<file path="src/tgc_pkg.sv">
/*
 * Constants shared by the timer gate control block: register offsets,
 * field positions, reset values and gate source codes.
 * Assumes a 32-bit register port with byte offsets on word boundaries.
 */
package tgc_pkg;
    // ========================================================
    // Register map
    // ========================================================
    localparam int          ADDR_W   = 8;
    localparam logic [7:0]  OFS_CTRL = 8'h00;   // Counter control
    localparam logic [7:0]  OFS_GATE = 8'h04;   // Gate control
    localparam logic [7:0]  OFS_FLAG = 8'h08;   // Flags, write one to clear
    localparam logic [7:0]  OFS_IEN  = 8'h0C;   // Interrupt enables
    localparam logic [7:0]  OFS_CNT  = 8'h10;   // 16-bit count
    // Control fields
    localparam int B_ON = 0, B_ASYNC = 1, B_CCS = 2, B_OSC = 4;
    // Gate fields
    localparam int B_GCE = 0, B_POL = 1, B_TGL = 2, B_SPM = 3;
    localparam int B_ARM = 4, B_LVL = 5, B_GSS = 6;
    // Flag and enable fields
    localparam int B_OVF = 0, B_GEV = 1, B_PIE = 2, B_GIE = 3;
    // ========================================================
    // Values
    // ========================================================
    localparam logic [1:0]  GSS_PIN  = 2'h0;    // Gate input pin
    localparam logic [1:0]  GSS_T8   = 2'h1;    // Eight-bit timer wrap
    localparam logic [1:0]  GSS_C1   = 2'h2;    // Comparator 1
    localparam logic [1:0]  GSS_C2   = 2'h3;    // Comparator 2
    localparam logic [1:0]  CCS_EXT  = 2'h2;    // External count clock
    localparam logic [15:0] CNT_MAX  = 16'hFFFF;
    localparam logic [15:0] CNT_RST  = 16'h0000;
endpackage

</file>
<file path="src/tgc_gate_if.sv">
/*
 * Carrier between the top and the gate path.
 * Assumes both ends run on core_clk.
 */
interface tgc_gate_if;
    logic src;      // Selected, sampled gate source
    logic pol;      // Gate polarity
    logic tgl;      // Toggle mode
    logic spm;      // Single-pulse mode
    logic on;       // Counter on
    logic arm_set;  // Software writes arm to one
    logic arm_clr;  // Software writes arm to zero
    logic arm;      // Arm state
    logic level;    // Gate control level
    logic fall;     // One-cycle falling edge of level
    modport ctl  (output src, pol, tgl, spm, on, arm_set, arm_clr, input arm, level, fall);
    modport gate (input src, pol, tgl, spm, on, arm_set, arm_clr, output arm, level, fall);
endinterface

</file>
<file path="src/tgc_sync.sv">
/*
 * Two flip-flop synchroniser for a vector of independent levels.
 * Assumes each bit is a level that needs no word coherence.
 */
module tgc_sync #(
    parameter int W = 1
) (
    input  wire logic         core_clk,
    input  wire logic         rst_n,
    input  wire logic [W-1:0] d,
    output logic      [W-1:0] q
);
    typedef struct packed {
        logic [W-1:0] s1;   // First stage, read only by second
        logic [W-1:0] s2;   // Second stage
    } tgc_sync_s;
    tgc_sync_s s_q, s_d;
    // Next state
    always_comb begin
        s_d    = s_q;
        s_d.s1 = d;
        s_d.s2 = s_q.s1;
    end
    // State register
    always_ff @(posedge core_clk or negedge rst_n) begin
        if (!rst_n) begin
            s_q <= '0;
        end else begin
            s_q <= s_d;
        end
    end
    assign q = s_q.s2;
endmodule

</file>
<file path="src/tgc_gate.sv">
/*
 * Gate path: polarity, toggle flip-flop, single-pulse arming, gate level
 * and its falling-edge event. Assumes a source already sampled to core_clk.
 */
module tgc_gate
    import tgc_pkg::*;
(
    input  wire logic core_clk,
    input  wire logic rst_n,
    tgc_gate_if.gate  g
);
    typedef struct packed {
        logic act;      // Active-high source, previous cycle
        logic tff;      // Toggle flip-flop
        logic tout;     // Toggle stage output, previous cycle
        logic spa;      // Single pulse under way
        logic arm;      // Arm bit
        logic lvl;      // Gate level
        logic fall;     // Falling edge of level
    } tgc_gate_s;
    tgc_gate_s s_q, s_d;
    logic act, rise_act, tout, rise_t, lvl;
    // Next state of the gate path
    always_comb begin
        s_d      = s_q;
        act      = g.src ^ ~g.pol;
        rise_act = act & ~s_q.act;
        s_d.act  = act;
        if (!g.on || !g.tgl) begin
            s_d.tff = 1'b0;
        end else if (rise_act) begin
            s_d.tff = ~s_q.tff;
        end
        tout     = g.tgl ? s_q.tff : s_q.act;
        rise_t   = tout & ~s_q.tout;
        s_d.tout = tout;
        if (!g.spm) begin
            s_d.spa = 1'b0;
        end else if (rise_t && s_q.arm) begin
            s_d.spa = 1'b1;
        end
        lvl      = g.spm ? (tout & s_d.spa) : tout;
        s_d.lvl  = lvl;
        s_d.fall = s_q.lvl & ~lvl;
        // Software set wins over the hardware clear
        if (g.arm_set) begin
            s_d.arm = 1'b1;
        end else if (g.arm_clr) begin
            s_d.arm = 1'b0;
        end else if (g.spm && s_q.lvl && !lvl) begin
            s_d.arm = 1'b0;
            s_d.spa = 1'b0;
        end
    end
    // State register
    always_ff @(posedge core_clk or negedge rst_n) begin
        if (!rst_n) begin
            s_q <= '0;
        end else begin
            s_q <= s_d;
        end
    end
    assign g.arm   = s_q.arm;
    assign g.level = s_q.lvl;
    assign g.fall  = s_q.fall;
endmodule

</file>
<file path="src/tgc_top.sv">
/*
 * Timer gate control top: register port, gate source selection,
 * 16-bit gated counter, flags, interrupt and wake requests.
 * Assumes counter_clock runs below a quarter of core_clk, the timer wrap
 * pulse and the sync selects come from core_clk logic, and the pins are
 * asynchronous.
 */
// Strobed register access and the address map were chosen for this implementation.
module tgc_top
    import tgc_pkg::*;
(
    input  wire logic              core_clk,
    input  wire logic              rst_n,
    // Register port
    input  wire logic [ADDR_W-1:0] reg_addr,
    input  wire logic [31:0]       reg_wdata,
    input  wire logic              reg_wr,
    input  wire logic              reg_rd,
    output logic      [31:0]       reg_rdata,
    // Gate sources and count clock
    input  wire logic              gate_input_pin,
    input  wire logic              counter_clock,
    input  wire logic              tmr8_wrap,
    input  wire logic              cmp1_out,
    input  wire logic              cmp2_out,
    input  wire logic              cmp1_sync_sel,
    input  wire logic              cmp2_sync_sel,
    // System state and requests
    input  wire logic              sleep_mode,
    output logic                   irq,
    output logic                   wake,
    output logic                   osc_run
);
    // ========================================================
    // State
    // ========================================================
    typedef struct packed {
        logic        on;        // Counter on
        logic        async_sel; // Asynchronous counting
        logic [1:0]  ccs;       // Count clock select
        logic        osc_en;    // Crystal oscillator enable
        logic        gce;       // Gate count enable
        logic        pol;       // Gate polarity
        logic        tgl;       // Toggle mode
        logic        spm;       // Single-pulse mode
        logic [1:0]  gss;       // Gate source select
        logic        ovf_f;     // Overflow flag
        logic        gev_f;     // Gate event flag
        logic        ovf_ie;    // Overflow interrupt enable
        logic        gev_ie;    // Gate event interrupt enable
        logic        pie;       // Peripheral interrupt enable
        logic        global_irq_enable;       // Global interrupt enable
        logic [15:0] cnt;       // Count
        logic        cclk;      // Count clock, previous cycle
        logic        c1s;       // Comparator 1 sampled on count clock
        logic        c2s;       // Comparator 2 sampled on count clock
        logic        t8p;       // Timer wrap pulse
        logic [31:0] rdata;     // Read data
        logic        irq;       // Interrupt request
        logic        wake;      // Wake request
        logic        osc;       // Oscillator run
    } tgc_top_s;

    tgc_top_s    s_q, s_d;      // Registered and next state
    logic        rst_sync_n;    // Released reset
    logic [3:0]  sy;            // Sampled pins: clock, c2, c1, gate pin
    logic        cclk_rise;     // Count clock rising edge
    logic        count_ok;      // Counting allowed this cycle
    logic        inc;           // Increment now
    logic        cnt_wr;        // Software count write
    logic        ovf;           // Wrap of the count
    logic        comparator1_sync_out;  // Comparator 1 as chosen
    logic        comparator2_sync_out;  // Comparator 2 as chosen
    logic        sel_src;       // Selected gate source
    logic        sleep_ok;      // Sleep does not block counting
    logic [31:0] flag_clr;      // Write-one-to-clear mask

    tgc_gate_if g ();

    // ========================================================
    // Reset release and pin sampling
    // ========================================================
    // Reset enters asynchronously, released after two edges
    tgc_sync #(.W(1)) u_rst (
        .core_clk (core_clk),
        .rst_n    (rst_n),
        .d        (1'b1),
        .q        (rst_sync_n)
    );

    // Pins pass two flip-flops before use
    tgc_sync #(.W(4)) u_pins (
        .core_clk (core_clk),
        .rst_n    (rst_sync_n),
        .d        ({counter_clock, cmp2_out, cmp1_out, gate_input_pin}),
        .q        (sy)
    );

    // ========================================================
    // Gate path
    // ========================================================
    tgc_gate u_gate (
        .core_clk (core_clk),
        .rst_n    (rst_sync_n),
        .g        (g)
    );

    // Source selection and controls handed to the gate path
    always_comb begin
        comparator1_sync_out = cmp1_sync_sel ? s_q.c1s : sy[1];
        comparator2_sync_out = cmp2_sync_sel ? s_q.c2s : sy[2];
        if (s_q.gss == GSS_PIN) begin
            sel_src = sy[0];
        end else if (s_q.gss == GSS_T8) begin
            sel_src = s_q.t8p;
        end else if (s_q.gss == GSS_C1) begin
            sel_src = comparator1_sync_out;
        end else begin
            sel_src = comparator2_sync_out;
        end
    end

    assign g.src     = sel_src;
    assign g.pol     = s_q.pol;
    assign g.tgl     = s_q.tgl;
    assign g.spm     = s_q.spm;
    assign g.on      = s_q.on;
    assign g.arm_set = reg_wr && (reg_addr == OFS_GATE) && reg_wdata[B_ARM];
    assign g.arm_clr = reg_wr && (reg_addr == OFS_GATE) && !reg_wdata[B_ARM];

    // ========================================================
    // Counter control terms
    // ========================================================
    always_comb begin
        cclk_rise = sy[3] & ~s_q.cclk;
        sleep_ok  = !sleep_mode || (s_q.async_sel && s_q.ccs == CCS_EXT);
        count_ok  = s_q.on && (!s_q.gce || g.level) && sleep_ok;
        inc       = cclk_rise && count_ok;
        cnt_wr    = reg_wr && (reg_addr == OFS_CNT);
        ovf       = inc && !cnt_wr && (s_q.cnt == CNT_MAX);
        flag_clr  = (reg_wr && reg_addr == OFS_FLAG) ? reg_wdata : 32'h0000_0000;
    end

    // ========================================================
    // Next state
    // ========================================================
    always_comb begin
        s_d       = s_q;
        s_d.cclk  = sy[3];
        s_d.t8p   = tmr8_wrap;
        // Comparators sampled at the count clock when asked
        if (cclk_rise) begin
            s_d.c1s = sy[1];
            s_d.c2s = sy[2];
        end
        // Register writes, address decode
        if (reg_wr) begin
            if (reg_addr == OFS_CTRL) begin
                s_d.on        = reg_wdata[B_ON];
                s_d.async_sel = reg_wdata[B_ASYNC];
                s_d.ccs       = reg_wdata[B_CCS +: 2];
                s_d.osc_en    = reg_wdata[B_OSC];
            end else if (reg_addr == OFS_GATE) begin
                s_d.gce = reg_wdata[B_GCE];
                s_d.pol = reg_wdata[B_POL];
                s_d.tgl = reg_wdata[B_TGL];
                s_d.spm = reg_wdata[B_SPM];
                s_d.gss = reg_wdata[B_GSS +: 2];
            end else if (reg_addr == OFS_IEN) begin
                s_d.ovf_ie = reg_wdata[B_OVF];
                s_d.gev_ie = reg_wdata[B_GEV];
                s_d.pie    = reg_wdata[B_PIE];
                s_d.global_irq_enable    = reg_wdata[B_GIE];
            end
        end
        // Count: a software write wins over an increment
        if (cnt_wr) begin
            s_d.cnt = reg_wdata[15:0];
        end else if (inc) begin
            s_d.cnt = s_q.cnt + 16'h0001;
        end
        // Flags: a set in the clearing cycle wins
        s_d.ovf_f = (s_q.ovf_f & ~flag_clr[B_OVF]) | ovf;
        s_d.gev_f = (s_q.gev_f & ~flag_clr[B_GEV]) | g.fall;
        // Requests
        s_d.irq  = (s_q.ovf_f && s_q.ovf_ie && s_q.on && s_q.pie && s_q.global_irq_enable)
                 || (s_q.gev_f && s_q.gev_ie && s_q.pie && s_q.global_irq_enable);
        s_d.wake = sleep_mode && s_q.ovf_f && s_q.ovf_ie && s_q.pie && s_q.on;
        s_d.osc  = s_q.osc_en;
        // Read data, answered in the next cycle
        s_d.rdata = 32'h0000_0000;
        if (reg_rd) begin
            if (reg_addr == OFS_CTRL) begin
                s_d.rdata[B_ON]       = s_q.on;
                s_d.rdata[B_ASYNC]    = s_q.async_sel;
                s_d.rdata[B_CCS +: 2] = s_q.ccs;
                s_d.rdata[B_OSC]      = s_q.osc_en;
            end else if (reg_addr == OFS_GATE) begin
                s_d.rdata[B_GCE]      = s_q.gce;
                s_d.rdata[B_POL]      = s_q.pol;
                s_d.rdata[B_TGL]      = s_q.tgl;
                s_d.rdata[B_SPM]      = s_q.spm;
                s_d.rdata[B_ARM]      = g.arm;
                s_d.rdata[B_LVL]      = g.level;
                s_d.rdata[B_GSS +: 2] = s_q.gss;
            end else if (reg_addr == OFS_FLAG) begin
                s_d.rdata[B_OVF] = s_q.ovf_f;
                s_d.rdata[B_GEV] = s_q.gev_f;
            end else if (reg_addr == OFS_IEN) begin
                s_d.rdata[B_OVF] = s_q.ovf_ie;
                s_d.rdata[B_GEV] = s_q.gev_ie;
                s_d.rdata[B_PIE] = s_q.pie;
                s_d.rdata[B_GIE] = s_q.global_irq_enable;
            end else if (reg_addr == OFS_CNT) begin
                s_d.rdata[15:0] = s_q.cnt;
            end
        end
    end

    // ========================================================
    // State register
    // ========================================================
    always_ff @(posedge core_clk or negedge rst_sync_n) begin
        if (!rst_sync_n) begin
            s_q     <= '0;
            s_q.cnt <= CNT_RST;
        end else begin
            s_q <= s_d;
        end
    end

    // Outputs straight from flip-flops
    assign reg_rdata = s_q.rdata;
    assign irq       = s_q.irq;
    assign wake      = s_q.wake;
    assign osc_run   = s_q.osc;
endmodule

</file>
<file path="config.mk">
export PLATFORM = sky130hd
export DESIGN_NAME = tgc_top
export DESIGN_NICKNAME = d
export VERILOG_FILES = /design/src/tgc_pkg.sv /design/src/tgc_gate_if.sv /design/src/tgc_sync.sv /design/src/tgc_gate.sv /design/src/tgc_top.sv
export SDC_FILE = /design/constraint.sdc
export NUM_CORES = 1
export LEC_CHECK = 0
export ABC_AREA = 1
export BUFFER_PORTS_ARGS = -buffer_cell sky130_fd_sc_hd__buf_2
export CORE_UTILIZATION = 27
export DETAILED_ROUTE_END_ITERATION = 7
export PLACE_DENSITY_LB_ADDON = 0.3
export RECOVER_POWER = 25
export SLEW_MARGIN = 10
export SYNTH_ARGS = -nofsm -noshare
export SYNTH_HDL_FRONTEND = slang
export SYNTH_HIERARCHICAL = 1
export SYNTH_SLANG_ARGS = --single-unit
</file>
<file path="constraint.sdc">
create_clock -name core_clk -period 5.35 [get_ports core_clk]
set_clock_uncertainty 0.1 [all_clocks]
set_input_delay 1.3375 -clock core_clk [delete_from_list [all_inputs] [get_ports core_clk]]
set_output_delay 1.3375 -clock core_clk [all_outputs]
set_load 0.01 [all_outputs]
</file>
=== After elaboration in Yosys (flattened, before gate mapping) ===
Index checks and enable logic that the tools add are counted.

* Add/subtract/negate cells: 1
* Equal/unequal tests: 8
* Mux-type cells: 34
* Bitwise logic cells: 20
* Reductions and logical operators: 44

{| class="wikitable"
|+ Operators by type and width
! operator !! number
|-
| 2-to-1 mux 16 bit || 9
|-
| logical AND 1 bit || 25
|-
| adder 16 x 1 -> 16 bit (second input constant) || 1
|-
| equality test 16 bit (second input constant) || 1
|-
| equality test 8 x 4 -> 1 bit (second input constant) || 2
|-
| 2-to-1 mux 8 bit || 2
|-
| 2-to-1 mux 1 bit || 15
|-
| 2-to-1 mux 14 bit || 1
|-
| 2-to-1 mux 12 bit || 1
|-
| 2-to-1 mux 11 bit || 1
|-
| NOT 1 bit || 10
|-
| equality test 8 x 3 -> 1 bit (second input constant) || 1
|-
| equality test 8 x 5 -> 1 bit (second input constant) || 1
|-
| zero test 8 bit || 1
|-
| AND 1 bit || 7
|-
| zero test 1 bit || 7
|-
| 2-to-1 mux 2 bit || 3
|-
| 2-to-1 mux 5 bit || 1
|-
| equality test 2 bit (second input constant) || 2
|-
| logical OR 1 bit || 4
|-
| 2-to-1 mux 4 bit || 1
|-
| AND reduction 4 bit || 1
|-
| nonzero test 2 bit || 2
|-
| AND reduction 3 bit || 1
|-
| other kinds (6) || 7
|}

* Register bits: 73
* Input bits: 52
* Output and inout port bits: 35
* Word-level logic and storage cells: 142

=== Longest topological paths before layout ===
Gate-level depths: netlist of run 1.

* Word-level depth: 12
* Mapped depth: 10

=== Hierarchy ===
Netlist of run 1, hierarchy kept.

{| class="wikitable"
|+ Modules (own cells, without submodules)
! module !! instances !! cells an instance !! area each (sq um) !! seq. area each (sq um)
|-
| tgc_top || 1 || 407 || 3161.8 || 1401.3
|-
| tgc_gate || 1 || 43 || 345.3 || 175.2
|-
| tgc_sync at u_pins || 1 || 8 || 200.2 || 200.2
|-
| tgc_sync at u_rst || 1 || 2 || 50.0 || 50.0
|}

=== Worst setup path after synthesis of run 1 ===
OpenSTA, ideal clock, no wires.

* Path kind: input to register
* From: input reg_addr[5]
* To: register u_gate.s_q (netlist bit u_gate/g.arm)
* Arrival: 2.242 ns
* Data required time: 5.130 ns
* Slack: 2.888 ns
* Stages: 9
* Path through: nor2_1 -> nand2_1 -> nor2_4 -> nand2_1 -> buf_2 -> nor2_1 -> nor2_1 -> o21ai_1 -> nand2_1

* Cells in the longest elaborated chain, start to end: 5
* Elaborated cells on any way between the ends: 7

{| class="wikitable"
|+ Ends and longest elaborated chain
! item !! line !! text
|-
| start: declaration || tgc_top.sv:15 || <nowiki>input wire logic [ADDR_W-1:0] reg_addr,</nowiki>
|-
| equality test 8 x 3 -> 1 bit * || tgc_top.sv:129 || <nowiki>assign g.arm_clr = reg_wr && (reg_addr == OFS_GATE) && !reg_wdata[B_ARM];</nowiki>
|-
| logical AND 1 bit * (2 in series) || tgc_top.sv:129 ||
|-
| net g.arm_clr || tgc_gate_if.sv:12 || <nowiki>logic arm_clr;</nowiki>
|-
| 2-to-1 mux 1 bit || tgc_gate.sv:48 || <nowiki>end else if (g.arm_clr) begin</nowiki>
|-
| 2-to-1 mux 1 bit || tgc_gate.sv:46 || <nowiki>if (g.arm_set) begin</nowiki>
|-
| end signal: assignment || tgc_gate.sv:58 || <nowiki>s_q <= '0;</nowiki>
|-
| end signal: assignment || tgc_gate.sv:60 || <nowiki>s_q <= s_d;</nowiki>
|-
| end: declaration || tgc_gate.sv:21 || <nowiki>tgc_gate_s s_q, s_d;</nowiki>
|}

Mark *: on every way through the listed nets, which the timed path passes. The rest lies on a longest branch.
A chain may end at the register's enable or synchronous reset.

=== Worst setup path after layout of run 1 ===
* From: input reg_addr[7]
* To: register u_gate.s_q (netlist bit u_gate/g.arm)

The elaborated chain is that of the path after synthesis.

==> results of run 1 <==
[worst max-delay path, cell delays in order]
cell	delay [ns]
buf_2	0.10
nor2_1	0.10
nand2_1	0.14
nor2_4	0.25
nand2_1	0.29
nor2_1	0.22
nor2_1	0.07
o21ai_1	0.07
nand2_1	0.06
[registers in the layout, indices dropped and copies added, names as in the netlist, 4 cells and up]
register	cells
reg_rdata	16
u_pins/q	4
s_q	32
u_pins/s_d	4
u_gate/s_q	4
[metal layers]
layer	up-vias	GRT usage
li1	1484	-
met1	1353	0.163
met2	63	0.198
met3	12	0.0423
met4	0	0.0492
met5	-	0
[power breakdown]
part | internal, W | total (W) | leakage, nW | switching, W
sequential | 0.000587 | 0.000620 | 0.935 | 0.0000325
combinational | 0.0000451 | 0.000128 | 1.18 | 0.0000828
clock | 0.000366 | 0.000612 | 0.150 | 0.000247
total | 0.000998 | 0.00136 | 2.26 | 0.000362
[worst paths after layout]
| kind | start | endpoint | slack [ns] | cells past startpoint |
|---|---|---|---|---|
| hold / removal | u_pins/s_d[3]$_DFF_PN0_ | u_pins/q[3]$_DFF_PN0_ | 0.25 | 0 |
| setup / recovery | reg_addr[7] | u_gate/g.arm$_DFFE_PN0P_ | 2.86 | 9 |
| max in group asynchronous | u_rst/q$_DFF_PN0_ | s_q[58]$_DFFE_PN0P_ | 4.17 | 1 |
| hold reg to reg | u_pins/s_d[3]$_DFF_PN0_ | u_pins/q[3]$_DFF_PN0_ | 0.25 | 0 |
| min in group asynchronous | u_rst/q$_DFF_PN0_ | reg_rdata[8]$_DFF_PN0_ | 0.36 | 1 |
| setup reg to reg | s_q[38]$_DFF_PN0_ | s_q[46]$_DFFE_PN0P_ | 3.55 | 5 |
[cell usage after synthesis, drive strengths merged]
cell,number,area (um^2)
nor2,45,231
nor3b,1,12.5
a211oi,1,7.51
conb,2,7.51
dfrtp,73,1830
a31oi,2,18.8
nor3,5,25.0
xnor2,1,8.76
a21boi,2,15.0
nand2,135,544
o211ai,5,37.5
o21bai,1,7.51
buf,36,275
o21ai,35,175
a21oi,12,60.1
xor2,4,35.0
nand4,3,18.8
nand3,34,205
ha,1,12.5
inv,62,233
[logic make-up after synthesis]
logic type / share of synthesized area
fa+ha+maj: 0.00333
buf+inv: 0.135
other cells: 0.00200
flops: 0.486
simple gates: 0.276
xor+xnor: 0.0117
compound gates: 0.0856
[metrics by stage]
step / util / area [um^2] / total power (W) / worst slack, ns
final: 0.323 / 4330 / 0.00136 / 2.86
after global routing: 0.323 / 4330 / 0.00143 / 2.67
after CTS: 0.324 / 4340 / 0.00138 / 2.86
after detailed placement: 0.301 / 4040 / 0.000760 / 2.49
after global placement: 0.301 / 4040 / 0.000755 / 2.54
after floorplan: - / 3810 / 0.000721 / 2.89
[cell type report]
cell class	count	area share
sequential	73	0.422
clock inverter	7	0.0182
tap	176	0.0509
multi-input combinational	304	0.339
inverter	62	0.0538
clock buffer	9	0.0520
timing repair buffer	55	0.0639
==> run metrics, run 1 <==
Post-Route M1 WL 4.03 mm; Slew Limit Fails 0; most common cell after layout, fill and taps aside nand2_1; Mapped Cells 460; clk root buf clkbuf_16; minimum clock period 2.49 ns; Clock Latency Late Sink 0.34 ns; CTS clk-pin slew, worst paths 0.06 ns; peak supply drop 0.000154 V; Crit Path Max Fanout 12; uppermost layer routed met4; nets@finish 558; Die Width 120 um; core area 13,400 um^2; largest net degree at the start of global routing 72; Total GRT Usage 0.127; Routed WL per cell 12.4 um; port bufs 54; RD Place Congestion 0.863; initial core utilization 0.280; placed instance count 670; via count 2,912; Arrival @ worst endpoint 2.63 ns; critical path launch point type input port; Resize count post-CTS 0; Residual DRC 0; drt total wl 8.49 mm; met3 routed WL 455 um; TritonCTS clock tree done; Detailed Routing Iterations Pass 1 4; Final Hold Viols 0; Post-Layout Cell Count 686; Syn. warnings 6; Worst Max-Slew Pin Slew 0.917 ns; layout cells sized above 1 0.188; fmax 0.401 GHz; number of global-route vias before repair 2,860; DRT antenna net count 0; # Post-CTS Setup Buffers 0; critical setup path kind input port to register; Rel. slew slack 0.389; vias per inst 4.24; Synth-to-Final Area Change 15.2%; post-synthesis register bit count 73; # clock sinks 73; total gr overflow 0; Final Cycle Share 0.466; area of the multi-input gates 1470 um^2; die area 14,400 um^2; mapped cell area 3760 um^2; pwr dens 314 nW/um^2; chip height 120 um; H-tree Lvls 3; # hold bufs at CTS 0; synthesized area per cell 8.17 um^2; num ports 87; RSZ-0062 raised after global routing no; final setup TNS 0 ns; WHS 0.249 ns; Longest Clk Path Bufs 2; Register Area 1830 um^2; Max-cap violations 0; HPWL after detailed placement 6.31 mm; static leakage power 2.26 nW; critical path endpoint category register; Inserted Clock Buffers 9; Initial DRC Count 151; first-pass GRT wire length 14.1 mm; HP Class register to register; # setup viols final 0; Filler cells 1,434; Seq/Total Area, Yosys 0.486; ANT cells 0; met2 wire length 3.86 mm; Worst EP required 5.48 ns; Rows 42; most frequent cells in the layout 127 x nand2_1, 72 x dfrtp_1, 60 x inv_1, 53 x buf_2, 38 x nor2_1; status completed; count of cell types in the netlist 32; initial antenna violation count 0
(Power assumes the default switching activity.)
==> run 2, diff against run 1 <==
clock period = 2.1 ns   (was 5.35 ns; I/O delays follow)
==> run metrics, run 2 (synthesis results as in run 1) <==
Routed WL per cell 12.3 um; cell family with most CP delay simple AND/OR/NAND/NOR gates; max FFs per register 32; internal reg-to-reg setup slack 0.40 ns; critical path endpoint category register; Die Width 120 um; Seq pwr share 0.461; nets@finish 563; Residual DRC 0; Post-Layout Cell Count 691; Net Switching 0.000889 W; TritonCTS clock tree done; RD Place Congestion 0.868; most common cell after layout, fill and taps aside nand2_1; combinational share of power 0.097; via count 2,951; chip height 120 um; Rel. slew slack 0.399; Arrival @ worst endpoint 1.88 ns; most frequent cells in the layout 126 x nand2_1, 72 x dfrtp_1, 59 x inv_1, 53 x buf_2, 37 x nor2_1; initial core utilization 0.280; Initial DRC Count 124; Final Cycle Share 0.810; largest net degree at the start of global routing 37; Rows 42; clk root buf clkbuf_16; status completed; Final Hold Viols 0; CP max stage cell nor2_4; number of global-route vias before repair 2,843; # clock sinks 73; Max-cap violations 0; hold path depth 1; num ports 87; Detailed Routing Iterations Pass 1 4; peak supply drop 0.000369 V; WHS 0.186 ns; initial antenna violation count 0; Clock Latency Late Sink 0.34 ns; Largest Register s_q; post-layout worst setup margin 0.400 ns; CP bufs+invs 0; core area 13,400 um^2; Resize count post-CTS 0; pwr dens 785 nW/um^2; placement-stage cell area 4070 um^2; Endpoint, Worst Hold u_pins/s_d[3]$_DFF_PN0_; Pint 0.00253 W; H-tree Lvls 3; minimum clock period 1.70 ns; critical setup path kind register to register; static leakage power 2.27 nW; fmax 0.588 GHz; RSZ-0062 raised after global routing no; switching fraction of total power 0.260; final setup TNS 0 ns; Clk network pwr share 0.442; HP Class input port to register; critical path launch point type register; crit path cell chain nor2_2, nand3_1, nor2_4, o21ai_0, nand3_1; worst hold start counter_clock; layout cells sized above 1 0.198; Total GRT Usage 0.128; ANT cells 0; # Post-CTS Setup Buffers 0; # setup viols final 0; Worst Max-Slew Pin Slew 0.901 ns; Worst EP required 2.28 ns; HPWL after detailed placement 6.40 mm; Finished Cell Area 4360 um^2; Inserted Clock Buffers 9; Longest Clk Path Bufs 2; pre-CTS setup slack 0.248 ns; Critical R2R Capture s_q[46]$_DFFE_PN0P_; CTS clk-pin slew, worst paths 0.06 ns; Synth-to-Final Area Change 16.1%; Crit path top cell by count nand3_1; R2R Path Start s_q[38]$_DFF_PN0_; Worst path max stage delay 0.44 ns; placed instance count 674; Worst Reg-to-Reg Cells 5; vias per inst 4.27; total gr overflow 0; port bufs 54; Slew Limit Fails 0; Crit Path Max Fanout 17; drt total wl 8.48 mm; DRT antenna net count 0; first-pass GRT wire length 14.0 mm; die area 14,400 um^2
[run 2: changes by cell type in the layout (fill, tap and decap cells not counted), sizes merged]
| cell | delta |
|---|---|
| dlygate4sd3 | +1 |
| clkinvlp | +1 |
| clkinv | -1 |
| inv | -2 |
| clkbuf | +4 |
| buf | +2 |
[run 2: worst reg2reg max path, delay by kind of cell, from the launching register on]
kind | cells | cell delay (ns)
AO/OA/AOI/OAI | 1 | 0.20
flip-flops | 1 | 0.37
AND/OR/NAND/NOR | 4 | 0.97
[run 2: metrics by stage]
stage	util	power, W
after floorplan	-	0.00184
after global placement	0.304	0.00193
after detailed placement	0.304	0.00194
after CTS	0.326	0.00348
after global routing	0.325	0.00361
final	0.325	0.00342
[run 2: final cells by class]
class / count / area [um^2]
Clock buffer: 11 / 233
Clock inverter: 5 / 56.3
Fill cell: 1432 / 9040
Inverter: 62 / 233
Multi-Input combinational cell: 304 / 1480
Sequential cell: 73 / 1830
Tap cell: 176 / 220
Timing Repair Buffer: 60 / 312
[run 2: how the worst max path moves through the flow]
stage / start / end / slack (ns) / cells after the start
floorplan: reg_addr[5] / u_gate/g.arm$_DFFE_PN0P_ / 0.45 / 9
global placement: reg_addr[2] / s_q[46]$_DFFE_PN0P_ / 0.26 / 9
detailed placement: reg_addr[2] / s_q[46]$_DFFE_PN0P_ / 0.25 / 9
CTS: s_q[38]$_DFF_PN0_ / s_q[46]$_DFFE_PN0P_ / 0.35 / 5
global route: u_pins/q[3]$_DFF_PN0_ / s_q[46]$_DFFE_PN0P_ / 0.25 / 6
finish: s_q[38]$_DFF_PN0_ / s_q[46]$_DFFE_PN0P_ / 0.40 / 5
[run 2: timing repair]
action | 4_1_cts | 5_1_grt
endpoints found under the hold margin | 2 | 0
hold buffers | 1 | 0
setup endpoints to repair | 0 | 0
[run 2: per-layer routing]
metal | part of all wire | GRT usage
met5 | 0 | 0
met4 | 0.020 | 0.0586
met3 | 0.050 | 0.0366
met2 | 0.45 | 0.193
met1 | 0.48 | 0.167
[run 2: power by group through the flow]
stage	combinational (W)	clock, W	sequential, W
floorplan	0.000240	0	0.00160
global placement	0.000325	0	0.00160
detailed placement	0.000336	0	0.00160
CTS	0.000339	0.00157	0.00158
global route	0.000385	0.00163	0.00159
finish	0.000331	0.00151	0.00158
==> run 3, diff against run 2 <==
clock period = 1.5 ns   (was 2.1 ns; I/O delays follow)
==> run metrics, run 3 (synthesis results as in run 1) <==
status completed; total gr overflow 0; Clock Latency Late Sink 0.34 ns; # setup viols final 0; H-tree Lvls 3; initial antenna violation count 0; critical path launch point type register; Rows 42; Synth-to-Final Area Change 28.5%; Endpoint, Worst Hold u_pins/s_d[0]$_DFF_PN0_; Pint 0.00356 W; Final Cycle Share 0.992; pwr dens 1000 nW/um^2; post-layout worst setup margin 0.0126 ns; fmax 0.672 GHz; via count 3,152; most frequent cells in the layout 117 x nand2_1, 71 x dfrtp_1, 56 x inv_1, 53 x buf_2, 40 x buf_4; critical path endpoint category register; Slew Limit Fails 0; # clock sinks 73; Rel. slew slack 0.453; RD Place Congestion 0.810; Inserted Clock Buffers 9; core area 13,400 um^2; vias per inst 4.30; combinational share of power 0.127; Final Hold Viols 0; static leakage power 2.53 nW; chip height 120 um; Arrival @ worst endpoint 1.65 ns; max FFs per register 32; largest net degree at the start of global routing 40; Worst Reg-to-Reg Cells 8; DRT antenna net count 0; final setup TNS 0 ns; Residual DRC 0; Critical R2R Capture s_q[60]$_DFF_PN0_; Finished Cell Area 4830 um^2; number of global-route vias before repair 2,994; Initial DRC Count 137; RSZ-0062 raised after global routing yes; hold path depth 1; initial core utilization 0.280; Routed WL per cell 12.4 um; Seq pwr share 0.455; Crit Path Max Fanout 3; first-pass GRT wire length 14.7 mm; R2R Path Start s_q[39]$_DFFE_PN0P_; switching fraction of total power 0.264; Net Switching 0.00128 W; die area 14,400 um^2; Largest Register s_q; Die Width 120 um; nets@finish 605; Longest Clk Path Bufs 2; Max-cap violations 0; peak supply drop 0.000400 V; Post-Layout Cell Count 733; critical setup path kind register to register; most common cell after layout, fill and taps aside nand2_1; internal reg-to-reg setup slack 0.01 ns; HP Class input port to register; pre-CTS setup slack -0.178 ns; ANT cells 0; minimum clock period 1.49 ns; port bufs 54; fin util 0.360; CTS clk-pin slew, worst paths 0.06 ns; layout cells sized above 1 0.309; worst hold start gate_input_pin; Worst Max-Slew Pin Slew 0.821 ns; HPWL after detailed placement 6.83 mm; Worst EP required 1.66 ns; Clk network pwr share 0.418; placed instance count 704; TritonCTS clock tree done; placement-stage cell area 4310 um^2; num ports 87; Total GRT Usage 0.133; drt total wl 9.06 mm; clk root buf clkbuf_16; Detailed Routing Iterations Pass 1 4
## run 3: cell count changes in the layout (fill, tap and decap cells not counted), moves of 4 or more
cell | previous run | this run
buf_4 | 3 | 40
nand2_1 | 126 | 117
nand2_2 | 6 | 14
nor2_1 | 37 | 32
nand3_1 | 27 | 23
## run 3: power groups by stage
stage          Clock [W]  Combinational, W  Sequential (W)
6_report         0.00203          0.000613         0.00220
5_1_grt          0.00219          0.000700         0.00222
4_1_cts          0.00211          0.000580         0.00220
3_5_place_dp           0          0.000551         0.00223
3_3_place_gp           0          0.000537         0.00223
2_1_floorplan          0          0.000337         0.00224
## run 3: timing repair
action	in CTS	in global routing
gates resized for setup	7	29
setup endpoints to repair	18	17
hold endpoints to repair	2	0
pin swaps	8	12
hold buffers	1	0
buffers inserted	6	5
cloned	0	1
## run 3: routing by layer
| layer | routed length, um | share of wire | vias up | GRT usage |
|---|---|---|---|---|
| li1 | - | - | 1580 | - |
| met1 | 4130 | 0.46 | 1481 | 0.170 |
| met2 | 4310 | 0.48 | 81 | 0.214 |
| met3 | 499 | 0.055 | 10 | 0.0399 |
| met4 | 125 | 0.014 | 0 | 0.0445 |
| met5 | 0 | 0 | - | 0 |
## run 3: worst max-delay path, cell delays in order, from the launching register on
cell and delay, ns:
dfrtp_1 0.40, ha_2 0.21, nand2_2 0.07, inv_2 0.08, nand2_4 0.06, nor2_4 0.11, nand4_1 0.12, buf_4 0.17
o21ai_1 0.10
## run 3: stage by stage
stage | hold slack [ns] | power (W)
after floorplan | -0.0206 | 0.00257
after global placement | 0.0624 | 0.00276
after detailed placement | 0.0636 | 0.00278
after CTS | 0.0267 | 0.00489
after global routing | 0.0274 | 0.00510
final | 0.0415 | 0.00484
## run 3: how the worst max path moves through the flow
stage,start,end,cells after the start,slack (ns)
after floorplan,reg_addr[5],u_gate/g.arm$_DFFE_PN0P_,9,0.00003
after global placement,reg_addr[0],s_q[46]$_DFFE_PN0P_,9,-0.13
after detailed placement,reg_addr[0],s_q[46]$_DFFE_PN0P_,9,-0.18
after CTS,s_q[39]$_DFFE_PN0P_,s_q[53]$_DFFE_PN0P_,8,0.003
after global routing,s_q[61]$_DFFE_PN0P_,u_gate/s_q[5]$_DFFE_PN0P_,7,-0.07
final,s_q[39]$_DFFE_PN0P_,s_q[60]$_DFF_PN0_,8,0.01
## run 3: layout make-up
| type | count | area [um^2] |
|---|---|---|
| tap | 176 | 220 |
| inverter | 62 | 233 |
| fill | 1403 | 8570 |
| sequential | 73 | 1830 |
| timing repair buffer | 102 | 683 |
| clock inverter | 4 | 27.5 |
| multi-input combinational | 304 | 1580 |
| clock buffer | 12 | 256 |
